## config.mk

```make
export PLATFORM = sky130hd
export DESIGN_NAME = mas_alu_exec
export DESIGN_NICKNAME = d
export VERILOG_FILES = /design/src/pkg/mas_pkg.sv /design/src/mas_alu_exec.sv /design/src/mas_data_ram.sv /design/src/mas_alu.sv
export VERILOG_INCLUDE_DIRS = /design/src /design/src/pkg
export SDC_FILE = /design/constraint.sdc
export NUM_CORES = 2
export LEC_CHECK = 0
export ABC_AREA = 1
export BUFFER_PORTS_ARGS = -buffer_cell sky130_fd_sc_hd__buf_2
export CORE_MARGIN = 5
export CORE_UTILIZATION = 50
export DETAILED_ROUTE_END_ITERATION = 16
export MAX_ROUTING_LAYER = met4
export PLACE_DENSITY = 0.74
export REMOVE_ABC_BUFFERS = 1
export SYNTH_ARGS = -nofsm -noshare
export SYNTH_HDL_FRONTEND = slang
export SYNTH_SLANG_ARGS = --single-unit
```

## constraint.sdc

```tcl
create_clock -name clk_in -period 32.8 [get_ports clk_in]
set_input_delay 3.28 -clock clk_in [delete_from_list [all_inputs] [get_ports clk_in]]
set_output_delay 3.28 -clock clk_in [all_outputs]
set_load 0.1 [all_outputs]
```

## src/pkg/mas_regs.svh

```systemverilog
// Register offsets, field positions and reset values of the ALU/skip/table block
`ifndef MAS_REGS_SVH
`define MAS_REGS_SVH

`define MAS_ADDR_ACC     12'h000
`define MAS_ADDR_FLAGS   12'h004
`define MAS_ADDR_TPTR    12'h008
`define MAS_ADDR_THIGH   12'h00c
`define MAS_ADDR_STATUS  12'h010
`define MAS_RAM_SEL      2'h1

`define MAS_RST_ACC      8'h00
`define MAS_RST_FLAGS    4'h0
`define MAS_RST_TPTR     8'h00
`define MAS_RST_THIGH    8'h00
`define MAS_RST_PROG     14'h0000

`define MAS_FLAG_C       0
`define MAS_FLAG_AUX     1
`define MAS_FLAG_Z       2
`define MAS_FLAG_OVF     3

`define MAS_STAT_BUSY    0
`define MAS_STAT_SKIP    1

`define MAS_LAST_PAGE    6'h3f

`endif

```

## src/pkg/mas_pkg.sv

```systemverilog
// Types and shared arithmetic of the ALU/skip/table block
package mas_pkg;

  typedef enum logic [3:0] {
    OP_SUB_FROM_ACC,
    OP_SUBTRACT_TO_MEM,
    OP_SUB_IMM,
    OP_NIBBLE_EXCHANGE_MEM,
    OP_NIBBLE_EXCHANGE_TO_ACC,
    OP_SKIP_ON_ZERO,
    OP_SKIP_ON_BIT_ZERO,
    OP_TABLE_FETCH_CURRENT_PAGE,
    OP_TABLE_FETCH_LAST_PAGE,
    OP_XOR_TO_ACC,
    OP_EXCLUSIVE_OR_TO_MEM,
    OP_XOR_IMM
  } mas_op_t;

  typedef enum logic [2:0] {
    ST_IDLE,
    ST_READ,
    ST_EXEC,
    ST_DUMMY,
    ST_FETCH,
    ST_STORE
  } mas_state_t;

  typedef enum logic [1:0] {
    ALU_SUB,
    ALU_XOR,
    ALU_SWAP
  } mas_alu_mode_t;

  // Carry out and difference of a + ~b + 1
  function automatic logic [8:0] mas_sub(input logic [7:0] a, input logic [7:0] b);
    mas_sub = {1'b0, a} + {1'b0, ~b} + 9'h001;
  endfunction

  function automatic logic [7:0] mas_swap(input logic [7:0] b);
    mas_swap = {b[3:0], b[7:4]};
  endfunction

endpackage

```

## src/mas_alu_exec.sv

```systemverilog
// Execution unit: subtract, nibble exchange, zero skips, table fetch, exclusive-OR
`timescale 1ns/1ps
`include "mas_regs.svh"
module mas_alu_exec (
  input  wire logic             clk_in,
  input  wire logic             reset_in,
  input  wire logic             psel_in,
  input  wire logic             penable_in,
  input  wire logic             pwrite_in,
  input  wire logic      [11:0] paddr_in,
  input  wire logic      [31:0] pwdata_in,
  output logic           [31:0] prdata_out,
  output logic                  pready_out,
  output logic                  pslverr_out,
  input  wire logic             op_valid_in,
  input  wire mas_pkg::mas_op_t op_code_in,
  input  wire logic       [7:0] op_addr_in,
  input  wire logic       [2:0] op_bit_in,
  input  wire logic       [7:0] op_literal_in,
  input  wire logic      [13:0] pc_in,
  output logic                  op_ready_out,
  output logic                  op_done_out,
  output logic                  skip_out,
  output logic                  dummy_cycle_out,
  output logic           [13:0] prog_addr_out,
  input  wire logic      [15:0] prog_data_in,
  output logic            [7:0] acc_out,
  output logic            [3:0] flags_out,
  output logic            [7:0] table_high_byte_out
);
  import mas_pkg::*;

  mas_state_t    state;
  mas_op_t       op_q;
  mas_alu_mode_t alu_mode;
  logic [7:0]    addr_q;
  logic [7:0]    lit_q;
  logic [2:0]    bit_q;
  logic [7:0]    acc;
  logic [3:0]    flags;
  logic [7:0]    table_pointer;
  logic [7:0]    table_high_byte;
  logic [13:0]   prog_addr;
  logic          last_skip;
  logic          accept;
  logic          in_exec;
  logic          skip_take;
  logic          mem_dest;
  logic          acc_dest;
  logic          ram_we;
  logic [7:0]    ram_waddr;
  logic [7:0]    ram_wdata;
  logic [7:0]    ram_rdata;
  logic [7:0]    alu_b;
  logic [7:0]    alu_result;
  logic          alu_carry;
  logic          alu_aux;
  logic          alu_ovf;
  logic          alu_zero;
  logic [7:0]    prog_hi;
  logic          apb_setup;
  logic          apb_wr;
  logic          apb_ram_wr;
  logic          apb_err;
  logic [31:0]   next_prdata;

  assign accept    = op_valid_in && (state == ST_IDLE);
  assign in_exec   = (state == ST_EXEC);
  assign prog_hi   = prog_data_in[15:8];
  assign apb_setup = psel_in && !penable_in;
  assign apb_wr    = psel_in && penable_in && pwrite_in;
  assign apb_ram_wr = apb_wr && (paddr_in[11:10] == `MAS_RAM_SEL) && (state == ST_IDLE);

  // Zero byte or zero bit discards the prefetched word
  assign skip_take = in_exec &&
                     (((op_q == OP_SKIP_ON_ZERO) && (ram_rdata == 8'h00)) ||
                      ((op_q == OP_SKIP_ON_BIT_ZERO) && !ram_rdata[bit_q]));

  assign mem_dest = (op_q == OP_SUBTRACT_TO_MEM) || (op_q == OP_NIBBLE_EXCHANGE_MEM) ||
                    (op_q == OP_EXCLUSIVE_OR_TO_MEM);
  assign acc_dest = (op_q == OP_SUB_FROM_ACC) || (op_q == OP_SUB_IMM) ||
                    (op_q == OP_NIBBLE_EXCHANGE_TO_ACC) || (op_q == OP_XOR_TO_ACC) ||
                    (op_q == OP_XOR_IMM);

  assign op_ready_out    = (state == ST_IDLE);
  assign skip_out        = skip_take;
  assign dummy_cycle_out = (state == ST_DUMMY);
  assign op_done_out     = (in_exec && !skip_take) || (state == ST_DUMMY) ||
                           (state == ST_STORE);
  assign prog_addr_out   = prog_addr;
  assign acc_out         = acc;
  assign flags_out       = flags;
  assign table_high_byte_out = table_high_byte;
  assign pready_out      = 1'b1;

  always_comb begin
    alu_b = ram_rdata;
    if ((op_q == OP_SUB_IMM) || (op_q == OP_XOR_IMM)) begin
      alu_b = lit_q;
    end
    case (op_q)
      OP_SUB_FROM_ACC, OP_SUBTRACT_TO_MEM, OP_SUB_IMM: alu_mode = ALU_SUB;
      OP_NIBBLE_EXCHANGE_MEM, OP_NIBBLE_EXCHANGE_TO_ACC: alu_mode = ALU_SWAP;
      default: alu_mode = ALU_XOR;
    endcase
  end

  mas_alu u_alu (
    .a_in       (acc),
    .b_in       (alu_b),
    .mode_in    (alu_mode),
    .result_out (alu_result),
    .carry_out  (alu_carry),
    .aux_out    (alu_aux),
    .ovf_out    (alu_ovf),
    .zero_out   (alu_zero)
  );

  // Memory writes: ALU results, table low byte, software preload while idle
  always_comb begin
    ram_we    = apb_ram_wr || (in_exec && mem_dest) || (state == ST_STORE);
    ram_waddr = addr_q;
    ram_wdata = alu_result;
    if (apb_ram_wr) begin
      ram_waddr = paddr_in[9:2];
      ram_wdata = pwdata_in[7:0];
    end else if (state == ST_STORE) begin
      ram_wdata = prog_data_in[7:0];
    end
  end

  mas_data_ram u_ram (
    .clk_in    (clk_in),
    .we_in     (ram_we),
    .waddr_in  (ram_waddr),
    .wdata_in  (ram_wdata),
    .raddr_in  (addr_q),
    .rdata_out (ram_rdata)
  );

  // Sequencer
  always_ff @(posedge clk_in) begin
    if (reset_in) begin
      state <= ST_IDLE;
    end else begin
      case (state)
        ST_IDLE: begin
          if (accept) begin
            case (op_code_in)
              OP_TABLE_FETCH_CURRENT_PAGE, OP_TABLE_FETCH_LAST_PAGE: state <= ST_FETCH;
              OP_SUB_IMM, OP_XOR_IMM: state <= ST_EXEC;
              default: state <= ST_READ;
            endcase
          end
        end
        ST_READ:  state <= ST_EXEC;
        ST_EXEC:  state <= skip_take ? ST_DUMMY : ST_IDLE;
        ST_DUMMY: state <= ST_IDLE;
        ST_FETCH: state <= ST_STORE;
        ST_STORE: state <= ST_IDLE;
        default:  state <= ST_IDLE;
      endcase
    end
  end

  // Operand capture
  always_ff @(posedge clk_in) begin
    if (reset_in) begin
      op_q   <= OP_SUB_FROM_ACC;
      addr_q <= 8'h00;
      lit_q  <= 8'h00;
      bit_q  <= 3'h0;
    end else if (accept) begin
      op_q   <= op_code_in;
      addr_q <= op_addr_in;
      lit_q  <= op_literal_in;
      bit_q  <= op_bit_in;
    end
  end

  // Program address of the table word
  always_ff @(posedge clk_in) begin
    if (reset_in) begin
      prog_addr <= `MAS_RST_PROG;
    end else if (accept && (op_code_in == OP_TABLE_FETCH_LAST_PAGE)) begin
      prog_addr <= {`MAS_LAST_PAGE, table_pointer};
    end else if (accept && (op_code_in == OP_TABLE_FETCH_CURRENT_PAGE)) begin
      prog_addr <= {pc_in[13:8], table_pointer};
    end
  end

  always_ff @(posedge clk_in) begin
    if (reset_in) begin
      table_high_byte <= `MAS_RST_THIGH;
    end else if (state == ST_STORE) begin
      table_high_byte <= prog_hi;
    end
  end

  // Accumulator: instruction results win over software writes
  always_ff @(posedge clk_in) begin
    if (reset_in) begin
      acc <= `MAS_RST_ACC;
    end else if (in_exec && acc_dest) begin
      acc <= alu_result;
    end else if (apb_wr && (paddr_in == `MAS_ADDR_ACC)) begin
      acc <= pwdata_in[7:0];
    end
  end

  // Flags; exchange, skip and table operations leave them alone
  always_ff @(posedge clk_in) begin
    if (reset_in) begin
      flags <= `MAS_RST_FLAGS;
    end else if (in_exec) begin
      case (op_q)
        OP_SUB_FROM_ACC, OP_SUB_IMM: begin
          flags[`MAS_FLAG_C]   <= alu_carry;
          flags[`MAS_FLAG_AUX] <= alu_aux;
          flags[`MAS_FLAG_Z]   <= alu_zero;
          flags[`MAS_FLAG_OVF] <= alu_ovf;
        end
        OP_SUBTRACT_TO_MEM: begin
          flags[`MAS_FLAG_C]   <= alu_carry;
          flags[`MAS_FLAG_OVF] <= alu_ovf;
        end
        OP_XOR_TO_ACC, OP_EXCLUSIVE_OR_TO_MEM, OP_XOR_IMM: begin
          flags[`MAS_FLAG_Z]   <= alu_zero;
        end
        default: begin
          flags <= flags;
        end
      endcase
    end else if (apb_wr && (paddr_in == `MAS_ADDR_FLAGS)) begin
      flags <= pwdata_in[3:0];
    end
  end

  always_ff @(posedge clk_in) begin
    if (reset_in) begin
      table_pointer <= `MAS_RST_TPTR;
    end else if (apb_wr && (paddr_in == `MAS_ADDR_TPTR)) begin
      table_pointer <= pwdata_in[7:0];
    end
  end

  always_ff @(posedge clk_in) begin
    if (reset_in) begin
      last_skip <= 1'b0;
    end else if (in_exec) begin
      last_skip <= skip_take;
    end
  end

  // APB read data captured in the setup phase, zero wait states
  always_comb begin
    next_prdata = 32'h0000_0000;
    apb_err     = 1'b0;
    case (paddr_in)
      `MAS_ADDR_ACC:    next_prdata = {24'h000000, acc};
      `MAS_ADDR_FLAGS:  next_prdata = {28'h0000000, flags};
      `MAS_ADDR_TPTR:   next_prdata = {24'h000000, table_pointer};
      `MAS_ADDR_THIGH:  begin
        next_prdata = {24'h000000, table_high_byte};
        apb_err     = pwrite_in;
      end
      `MAS_ADDR_STATUS: begin
        next_prdata = {30'h00000000, last_skip, (state != ST_IDLE)};
        apb_err     = pwrite_in;
      end
      default: begin
        apb_err = (paddr_in[11:10] != `MAS_RAM_SEL) || !pwrite_in || (paddr_in[1:0] != 2'h0);
      end
    endcase
  end

  always_ff @(posedge clk_in) begin
    if (reset_in) begin
      prdata_out <= 32'h0000_0000;
    end else if (apb_setup && !pwrite_in) begin
      prdata_out <= next_prdata;
    end
  end

  assign pslverr_out = psel_in && penable_in && apb_err;

  property p_sub_acc;
    @(posedge clk_in) disable iff (reset_in)
    (in_exec && op_q == OP_SUB_FROM_ACC) |=>
      {flags[`MAS_FLAG_C], acc} == mas_sub($past(acc), $past(ram_rdata));
  endproperty
  a_sub_acc: assert property (p_sub_acc) else $error("subtract result wrong");

  property p_sub_mem;
    @(posedge clk_in) disable iff (reset_in)
    (in_exec && op_q == OP_SUBTRACT_TO_MEM) |->
      ram_we && ram_wdata == 8'(acc - ram_rdata)
      ##1 acc == $past(acc) && flags[`MAS_FLAG_Z] == $past(flags[`MAS_FLAG_Z])
      && flags[`MAS_FLAG_AUX] == $past(flags[`MAS_FLAG_AUX]);
  endproperty
  a_sub_mem: assert property (p_sub_mem) else $error("subtract to memory wrong");

  property p_sub_imm;
    @(posedge clk_in) disable iff (reset_in)
    (in_exec && op_q == OP_SUB_IMM) |=> {flags[`MAS_FLAG_C], acc} == mas_sub($past(acc), $past(lit_q));
  endproperty
  a_sub_imm: assert property (p_sub_imm) else $error("subtract literal wrong");

  property p_swap_mem;
    @(posedge clk_in) disable iff (reset_in)
    (in_exec && op_q == OP_NIBBLE_EXCHANGE_MEM) |->
      ram_we && ram_wdata == mas_swap(ram_rdata) ##1 flags == $past(flags);
  endproperty
  a_swap_mem: assert property (p_swap_mem) else $error("nibble exchange wrong");

  property p_swap_acc;
    @(posedge clk_in) disable iff (reset_in)
    (in_exec && op_q == OP_NIBBLE_EXCHANGE_TO_ACC) |->
      !ram_we ##1 acc == mas_swap($past(ram_rdata)) && flags == $past(flags);
  endproperty
  a_swap_acc: assert property (p_swap_acc) else $error("exchange to acc wrong");

  property p_skip_zero;
    @(posedge clk_in) disable iff (reset_in)
    (in_exec && op_q == OP_SKIP_ON_ZERO) |->
      if (ram_rdata == 8'h00) (skip_out ##1 dummy_cycle_out && op_done_out ##1 op_ready_out)
      else (op_done_out && !skip_out ##1 op_ready_out);
  endproperty
  a_skip_zero: assert property (p_skip_zero) else $error("byte skip wrong");

  property p_skip_bit;
    @(posedge clk_in) disable iff (reset_in)
    (in_exec && op_q == OP_SKIP_ON_BIT_ZERO) |->
      (skip_out == !ram_rdata[bit_q]) ##1 flags == $past(flags);
  endproperty
  a_skip_bit: assert property (p_skip_bit) else $error("bit skip wrong");

  property p_tab_cur;
    @(posedge clk_in) disable iff (reset_in)
    (state == ST_FETCH && op_q == OP_TABLE_FETCH_CURRENT_PAGE) |->
      prog_addr_out == {$past(pc_in[13:8]), table_pointer}
      ##1 ram_we && ram_wdata == prog_data_in[7:0]
      ##1 table_high_byte == $past(prog_hi);
  endproperty
  a_tab_cur: assert property (p_tab_cur) else $error("current page fetch wrong");

  property p_tab_last;
    @(posedge clk_in) disable iff (reset_in)
    (state == ST_FETCH && op_q == OP_TABLE_FETCH_LAST_PAGE) |->
      prog_addr_out[13:8] == `MAS_LAST_PAGE ##1 ram_we ##1 table_high_byte == $past(prog_hi);
  endproperty
  a_tab_last: assert property (p_tab_last) else $error("last page fetch wrong");

  property p_xor_acc;
    @(posedge clk_in) disable iff (reset_in)
    (in_exec && op_q == OP_XOR_TO_ACC) |=>
      acc == ($past(acc) ^ $past(ram_rdata)) && flags[`MAS_FLAG_Z] == (acc == 8'h00)
      && flags[`MAS_FLAG_C] == $past(flags[`MAS_FLAG_C]);
  endproperty
  a_xor_acc: assert property (p_xor_acc) else $error("exclusive-OR wrong");

  property p_xor_mem;
    @(posedge clk_in) disable iff (reset_in)
    (in_exec && op_q == OP_EXCLUSIVE_OR_TO_MEM) |->
      ram_we && ram_wdata == (acc ^ ram_rdata) ##1 acc == $past(acc)
      && flags[`MAS_FLAG_OVF] == $past(flags[`MAS_FLAG_OVF]);
  endproperty
  a_xor_mem: assert property (p_xor_mem) else $error("exclusive-OR store wrong");

  property p_xor_imm;
    @(posedge clk_in) disable iff (reset_in)
    (in_exec && op_q == OP_XOR_IMM) |=>
      acc == ($past(acc) ^ $past(lit_q)) && flags[`MAS_FLAG_AUX] == $past(flags[`MAS_FLAG_AUX]);
  endproperty
  a_xor_imm: assert property (p_xor_imm) else $error("exclusive-OR imm wrong");

endmodule

```

## src/mas_data_ram.sv

```systemverilog
// Data memory, 256 bytes, registered read port
`timescale 1ns/1ps
module mas_data_ram (
  input  wire logic       clk_in,
  input  wire logic       we_in,
  input  wire logic [7:0] waddr_in,
  input  wire logic [7:0] wdata_in,
  input  wire logic [7:0] raddr_in,
  output logic      [7:0] rdata_out
);
  logic [7:0] mem [0:255];

  always_ff @(posedge clk_in) begin
    if (we_in) begin
      mem[waddr_in] <= wdata_in;
    end
  end

  always_ff @(posedge clk_in) begin
    rdata_out <= mem[raddr_in];
  end
endmodule

```

## src/mas_alu.sv

```systemverilog
// Subtract, exclusive-OR and nibble exchange with flag results
`timescale 1ns/1ps
module mas_alu (
  input  wire logic                   [7:0] a_in,
  input  wire logic                   [7:0] b_in,
  input  wire mas_pkg::mas_alu_mode_t       mode_in,
  output logic                        [7:0] result_out,
  output logic                              carry_out,
  output logic                              aux_out,
  output logic                              ovf_out,
  output logic                              zero_out
);
  import mas_pkg::*;

  logic [8:0] diff;
  logic [4:0] low_diff;

  always_comb begin
    diff     = mas_sub(a_in, b_in);
    low_diff = {1'b0, a_in[3:0]} + {1'b0, ~b_in[3:0]} + 5'h01;
    case (mode_in)
      ALU_SUB:  result_out = diff[7:0];
      ALU_XOR:  result_out = a_in ^ b_in;
      ALU_SWAP: result_out = mas_swap(b_in);
      default:  result_out = a_in;
    endcase
    carry_out = diff[8];
    aux_out   = low_diff[4];
    // Signed overflow: operands differ in sign and result sign follows b
    ovf_out   = (a_in[7] ^ b_in[7]) & (a_in[7] ^ diff[7]);
    zero_out  = (result_out == 8'h00);
  end
endmodule

```

Yosys cells after proc, flatten, opt, wreduce, memory -nomap -nowiden
Memory sizes are Yosys's and may differ from the RTL's. A register that Yosys moved wholly into a read port is not among the register bits.
Cells that the tools add are included.
W data, S select, Z words.
{"block": "classes", "n_addsub": 4, "magnitude_cmp": 1, "n_eq_ne": 30, "muxes": 26, "bitwise": 6, "reduce_logical": 59}
{"operator": "$mux W8", "n": 6}
{"operator": "$pmux W8 S5", "n": 1}
{"operator": "$mux W14", "n": 2}
{"operator": "$eq A12 B4 Y1 const B", "n": 2}
{"operator": "$pmux W8 S3", "n": 1}
{"operator": "$eq A4 B4 Y1 const B", "n": 5}
{"operator": "$logic_and A1 B1 Y1", "n": 19}
{"operator": "$eq A4 B3 Y1 const B", "n": 4}
{"operator": "$logic_not A8 Y1", "n": 2}
{"operator": "$logic_or A1 B1 Y1", "n": 14}
{"operator": "$eq A12 B3 Y1 const B", "n": 1}
{"operator": "$eq A12 B5 Y1 const B", "n": 1}
{"operator": "$eq A4 B2 Y1 const B", "n": 3}
{"operator": "$logic_not A12 Y1", "n": 1}
{"operator": "$pmux W3 S4", "n": 1}
{"operator": "$reduce_or A2 Y1", "n": 5}
{"operator": "$add A8 B8 Y9", "n": 1}
{"operator": "$add A9 B1 Y9 const B", "n": 1}
{"operator": "$mux W4", "n": 2}
{"operator": "$not A8 Y8", "n": 1}
{"operator": "$reduce_bool A2 Y1", "n": 4}
{"operator": "$xor A8 B8 Y8", "n": 1}
{"operator": "$mux W1", "n": 7}
{"operator": "$eq A3 B2 Y1 const B", "n": 2}
{"operator": "27 further kinds", "n": 39}
{"block": "totals", "reg_bits": 101, "ramBits": 2048, "inputBits": 103, "output_inout_bits": 72, "wordCells": 141, "n_memories": 1}
{"name": "u_ram.mem", "depth": 256, "word_bits": 8, "rd": 1, "rd_clocked_by_memory_dff": 1, "wr": 1, "line_no": "mas_data_ram.sv:11", "text": "logic [7:0] mem [0:255];"}

Logic depth before layout (Yosys ltp)
{"block": "logic_depth", "depth_word": 10, "ltp_mapped": 23, "depth_no_buf": 22}

Cells and area by module
Synthesis repeated with hierarchy kept, for this count alone.
{"block": "unflattened", "cells_unflattened": 7794, "hier_area_um2": 88343.5}
{"mod": "mas_data_ram", "n_inst": 1, "cells_each": 7003, "area_per_inst_um2": 83396.2}
{"mod": "mas_alu_exec", "n_inst": 1, "cells_each": 653, "area_per_inst_um2": 4196.5}
{"mod": "mas_alu", "n_inst": 1, "cells_each": 138, "area_per_inst_um2": 750.7}

Worst setup path before layout
No wires, ideal clock.
{"block": "synth_timing", "kind": "input-to-reg", "start": "input port psel_in", "end": "memory u_ram.mem[0][5], data pin", "setup_ns": 2.187, "t_arrival_ns": 13.881, "required_ns": 30.613, "slack_ns": 16.732, "stages": 6, "path_buffers": 1, "path_cell_list": "nand3_1 nor3_1 inv_1 clkbuf_1 o21ai_0 o21ai_0"}
{"block": "synth_via", "elab_chain_len": 5}
{"element": "start: declaration", "line_no": "mas_alu_exec.sv:7", "text": "input wire logic psel_in,"}
{"element": "$logic_and A1 B1 Y1 (2 in a row)", "line_no": "mas_alu_exec.sv:71", "text": "assign apb_wr = psel_in && penable_in && pwrite_in;"}
{"element": "$logic_and A1 B1 Y1 (2 in a row)", "line_no": "mas_alu_exec.sv:72", "text": "assign apb_ram_wr = apb_wr && (paddr_in[11:10] == `MAS_RAM_SEL) && (state == ST_IDLE);"}
{"element": "$mux W8", "line_no": "mas_alu_exec.sv:124", "text": "if (apb_ram_wr) begin"}
{"element": "via ram_wdata[5]", "line_no": "mas_alu_exec.sv:52", "text": "logic [7:0] ram_wdata;"}
{"element": "end: declaration", "line_no": "mas_data_ram.sv:11"}
The timed path passes the listed nets, and every way through them passes these cells.

Worst setup path after layout
{"block": "layout_timing", "start": "input port paddr_in[7]", "end": "output port pslverr_out"}
{"block": "layout_via", "elab_chain_len": 4, "elab_cells_between_ends": 9}
{"element": "start: declaration", "line_no": "mas_alu_exec.sv:10", "text": "input wire logic [11:0] paddr_in,"}
{"element": "$eq A12 B3 Y1 (tied with other cells)", "line_no": "mas_alu_exec.sv:259", "text": "case (paddr_in)"}
{"element": "$reduce_or A3 Y1 (no source line) / $reduce_or A2 Y1 (equally long branches)"}
{"element": "$pmux W1 S2 *", "line_no": "mas_alu_exec.sv:259"}
{"element": "$logic_and A1 B1 Y1 *", "line_no": "mas_alu_exec.sv:285", "text": "assign pslverr_out = psel_in && penable_in && apb_err;"}
{"element": "end: declaration", "line_no": "mas_alu_exec.sv:14", "text": "output logic pslverr_out,"}
Every way passes the cells marked *; elsewhere a longest branch is shown, timed or not.

==> implementation parameters <==
Parameter                              Value

Placed design
  DP Worst Slack ... between 20 and 25 ns
  I/O Buffers ... 117
  Global placer's final weighted congestion ... roughly 0.93
  Placed wire-length estimate after detailed placement ... 126 mm

Route
  Sum of routed wire length over all layers ... 227 mm
  Drt wl/cell ... between 20 and 25 um
  Post-route DRC violation count ... 0
  Overall via count from detail_route ... 59400
  DRT Pass-1 Iters ... 8
  Mean number of vias per cell ... 5.91
  Drt initial violations ... ~8200
  Number of nets still failing antenna checks after routing ... 0

Synthesis
  Cells after Synth ... approximately 7700
  Post-synth top area share ... between 70% and 80%
  Ys flop type ... edfxtp_1
  Top-count cell post-synth ... nand2_1
  Portion of the post-synthesis area used by sequential elements ... slightly above 70%
  Post-synth EDFFs ... approximately 2000
  Netlist cell types ... 39
  Count of synthesis-stage warnings from yosys ... 0
  Most common library cells after synthesis ... 2237 x nand2_1, 2052 x nand3_1, 2048 x edfxtp_1
  Yosys reg bits ... around 2100
  Mean cell area of the mapped netlist ... roughly 11 sq um
  Area of the mapped netlist ... 87400 sq um
  Share of flip-flops with an asynchronous set or reset ... 0%
  Cell accounting for the most synthesized area ... edfxtp_1
  Cell types with the largest area share after synthesis ... edfxtp_1 70%, nand3_1 12%, nand2_1 9.6%

GRT
  Maximum number of pins on one net before global-route repair ... about 220
  Total routing resource utilization after global routing ... approximately 25%
  Wire length of the first global-routing pass ... around 340 mm
  Antenna violations before repair ... 3
  Number of global-route vias before repair ... 56400
  Overflow after GRT ... 0

Final layout
  Ratio of cells with drive above 1 in the final layout ... under 10%
  Relative area change from synthesis to final layout ... 10.0%
  Post-layout net count ... just under 8000

Die
  Starting Density ... roughly 50%
  Die width ... between 400 and 500 um
  Die area ... 183000 sq um
  Placeable core region ... ~170000 sq um
  Chip height ... between 400 and 500 um
  Number of I/O pins ... around 180
  Number of placement rows ... 153

Worst setup path
  Data arrival, critical path ... approximately 5.5 ns
  Critical Path Most Common Cell ... nand2_1
  Startpoint types ... input pin
  Type of the worst setup path ... in -> out
  Type of element capturing the critical path ... output port
  Critical path data required time ... roughly 30 ns
  Largest stage delay on the critical path ... between 0.4 and 0.5 ns
  CP max-delay cell ... buf_2
  Max FO, Critical Path ... 6
  Cells along the critical path ... buf_2, nor2_1, nand2_1, nor2_1, nand2_1, inv_1, nand2_1, nand2_1, nand2_1, a32oi_1, buf_2

STA
  Worst slew pin tran ... 1.34 ns
  Clock Skews ... 0.0306 ns
  Period Utilization, post-route ... about a quarter
  Setup ws final ... 24.03 ns
  Timing-limited maximum frequency ... between 0.1 and 0.15 GHz
  Max transition margin ... between 10% and 20%
  # setup viols final ... 0
  Number of endpoints with negative hold slack in the final report ... 0
  Total negative setup slack ... 0 ns
  Setup repair after global routing missed its margin ... no
  Post-layout min period ... around 8.8 ns
  Pins Over Slew Limit ... 0

CTS
  Cts hold-fix bufs ... 0
  H-tree depth ... 4
  TritonCTS clock tree ... yes
  Clock sinks ... ~2100
  Clock transition at the registers of the reported paths ... about 0.06 ns
  Maximum root-to-sink buffer count ... 3
  TritonCTS Buffers ... 205
  Post-cts repair resize count ... 0
  Cell at the root of the clock tree ... clkbuf_16
  Number of buffers inserted to repair setup after CTS ... 0
  Clock latency reported for the late side of the worst-skew pair ... roughly 0.84 ns

Run
  Max_cap viols ... 0

Outcome
  Outcome ... finished, final reports clean

Power and ir drop
  Maximum VDD drop ... 0.196 mV
  P per Cell Area ... 75.0 nW/um^2
  Leakage dissipation ... approximately 0.034 uW

Worst hold path
  Worst hold-check path type ... reg -> reg
## worst max-delay path: cells and delay by family
family / cells / cell delay, ns
AND/OR/NAND/NOR: 7 / 1.22
AO/OA/AOI/OAI: 1 / 0.18
buffers and inverters: 3 / 0.80
## flip-flops by register name (all words and copies together), names as in the netlist
name / flops
table_pointer: 8
flags_out: 4
addr_q: 8
lit_q: 8
last_skip: 1
bit_q: 3
acc_out: 8
op_q: 4
state: 3
prog_addr_out: 14
u_ram.mem: 2048
u_ram.rdata_out: 8
prdata_out: 8
table_high_byte_out: 8
## layout make-up
class | instances | area [sq um]
Antenna cell | 1 | 2.50
Timing Repair Buffer | 193 | 1290
Clock inverter | 112 | 1040
Inverter | 131 | 517
Tap cell | 2325 | 2910
Clock buffer | 252 | 5410
Fill cell | 13900 | 77700
Multi-Input combinational cell | 4905 | 21700
Sequential cell | 2133 | 63200
## layout by cell type, fill, tap and decap left out, types with 5 or more instances in the layout
cell / n
nor2_4: 5
conb_1: 25
nand3_1: 2052
nor2_1: 314
dfxtp_1: 80
edfxtp_1: 2048
a21oi_1: 73
inv_1: 120
clkinvlp_4: 11
clkinv_1: 40
nor3_1: 20
o211ai_1: 7
clkbuf_1: 40
buf_4: 65
nand2_2: 28
clkinv_2: 35
buf_12: 11
buf_2: 117
bufinv_16: 15
nand4_1: 12
nand2_1: 2225
inv_6: 6
o21ai_0: 87
a31oi_1: 6
o22ai_1: 5
clkbuf_16: 208
ha_1: 9
## where the power goes
group | internal, uW | total (uW) | switching, uW | leakage (uW)
combinational | 220 | 1360 | 1140 | 0.0113
sequential | 3550 | 3570 | 22.5 | 0.0191
clock | 1290 | 2280 | 997 | 0.00313
total | 5050 | 7210 | 2160 | 0.0336
## through the flow
| step | hold slack, ns | cell area (sq um) | cells | util (%) | power (uW) |
|---|---|---|---|---|---|
| after floorplan | 0.432 | 85300 | 7169 | - | 4790 |
| final | 0.459 | 96100 | 10100 | 55.3 | 7210 |
| after detailed placement | 0.455 | 89700 | 9687 | 51.6 | 4960 |
| after global placement | 0.449 | 89700 | 9687 | 51.6 | 4920 |
| after global routing | 0.487 | 96100 | 10100 | 55.3 | 7450 |
| after CTS | 0.465 | 96100 | 10100 | 55.3 | 7210 |
## path summary, 6_finish.rpt
check / from / slack (ns) / end / depth (start not counted)
hold reg to reg: lit_q[5]$_SDFFE_PP0P_ / 0.46 / lit_q[5]$_SDFFE_PP0P_ / 2
setup reg to reg: op_q[3]$_SDFFE_PP0P_ / 26.72 / u_ram.mem[88][4]$_DFFE_PP_ / 18
setup / recovery: paddr_in[7] / 24.03 / pslverr_out / 11
hold / removal: lit_q[5]$_SDFFE_PP0P_ / 0.46 / lit_q[5]$_SDFFE_PP0P_ / 2
## logic make-up after synthesis
logic type,after synthesis,synth area share [%]
other,2,0.00859
and+or+nand+nor,4668,23.2
DFF,2133,72.3
AOI/OAI and AO/OA,202,1.27
buffers and inverters,661,3.04
adders and majority gates,10,0.152
## per-layer routing
metal  track usage (%)  share of wire, %  vias to the layer above
met2              38.1                47                     3474
met1              32.2                38                    28500
met3              5.15                11                      586
met4              10.7               4.6                        0
li1                  -                 -                    26800
met5                 -                 0                        -
(Power assumes the default switching activity.)
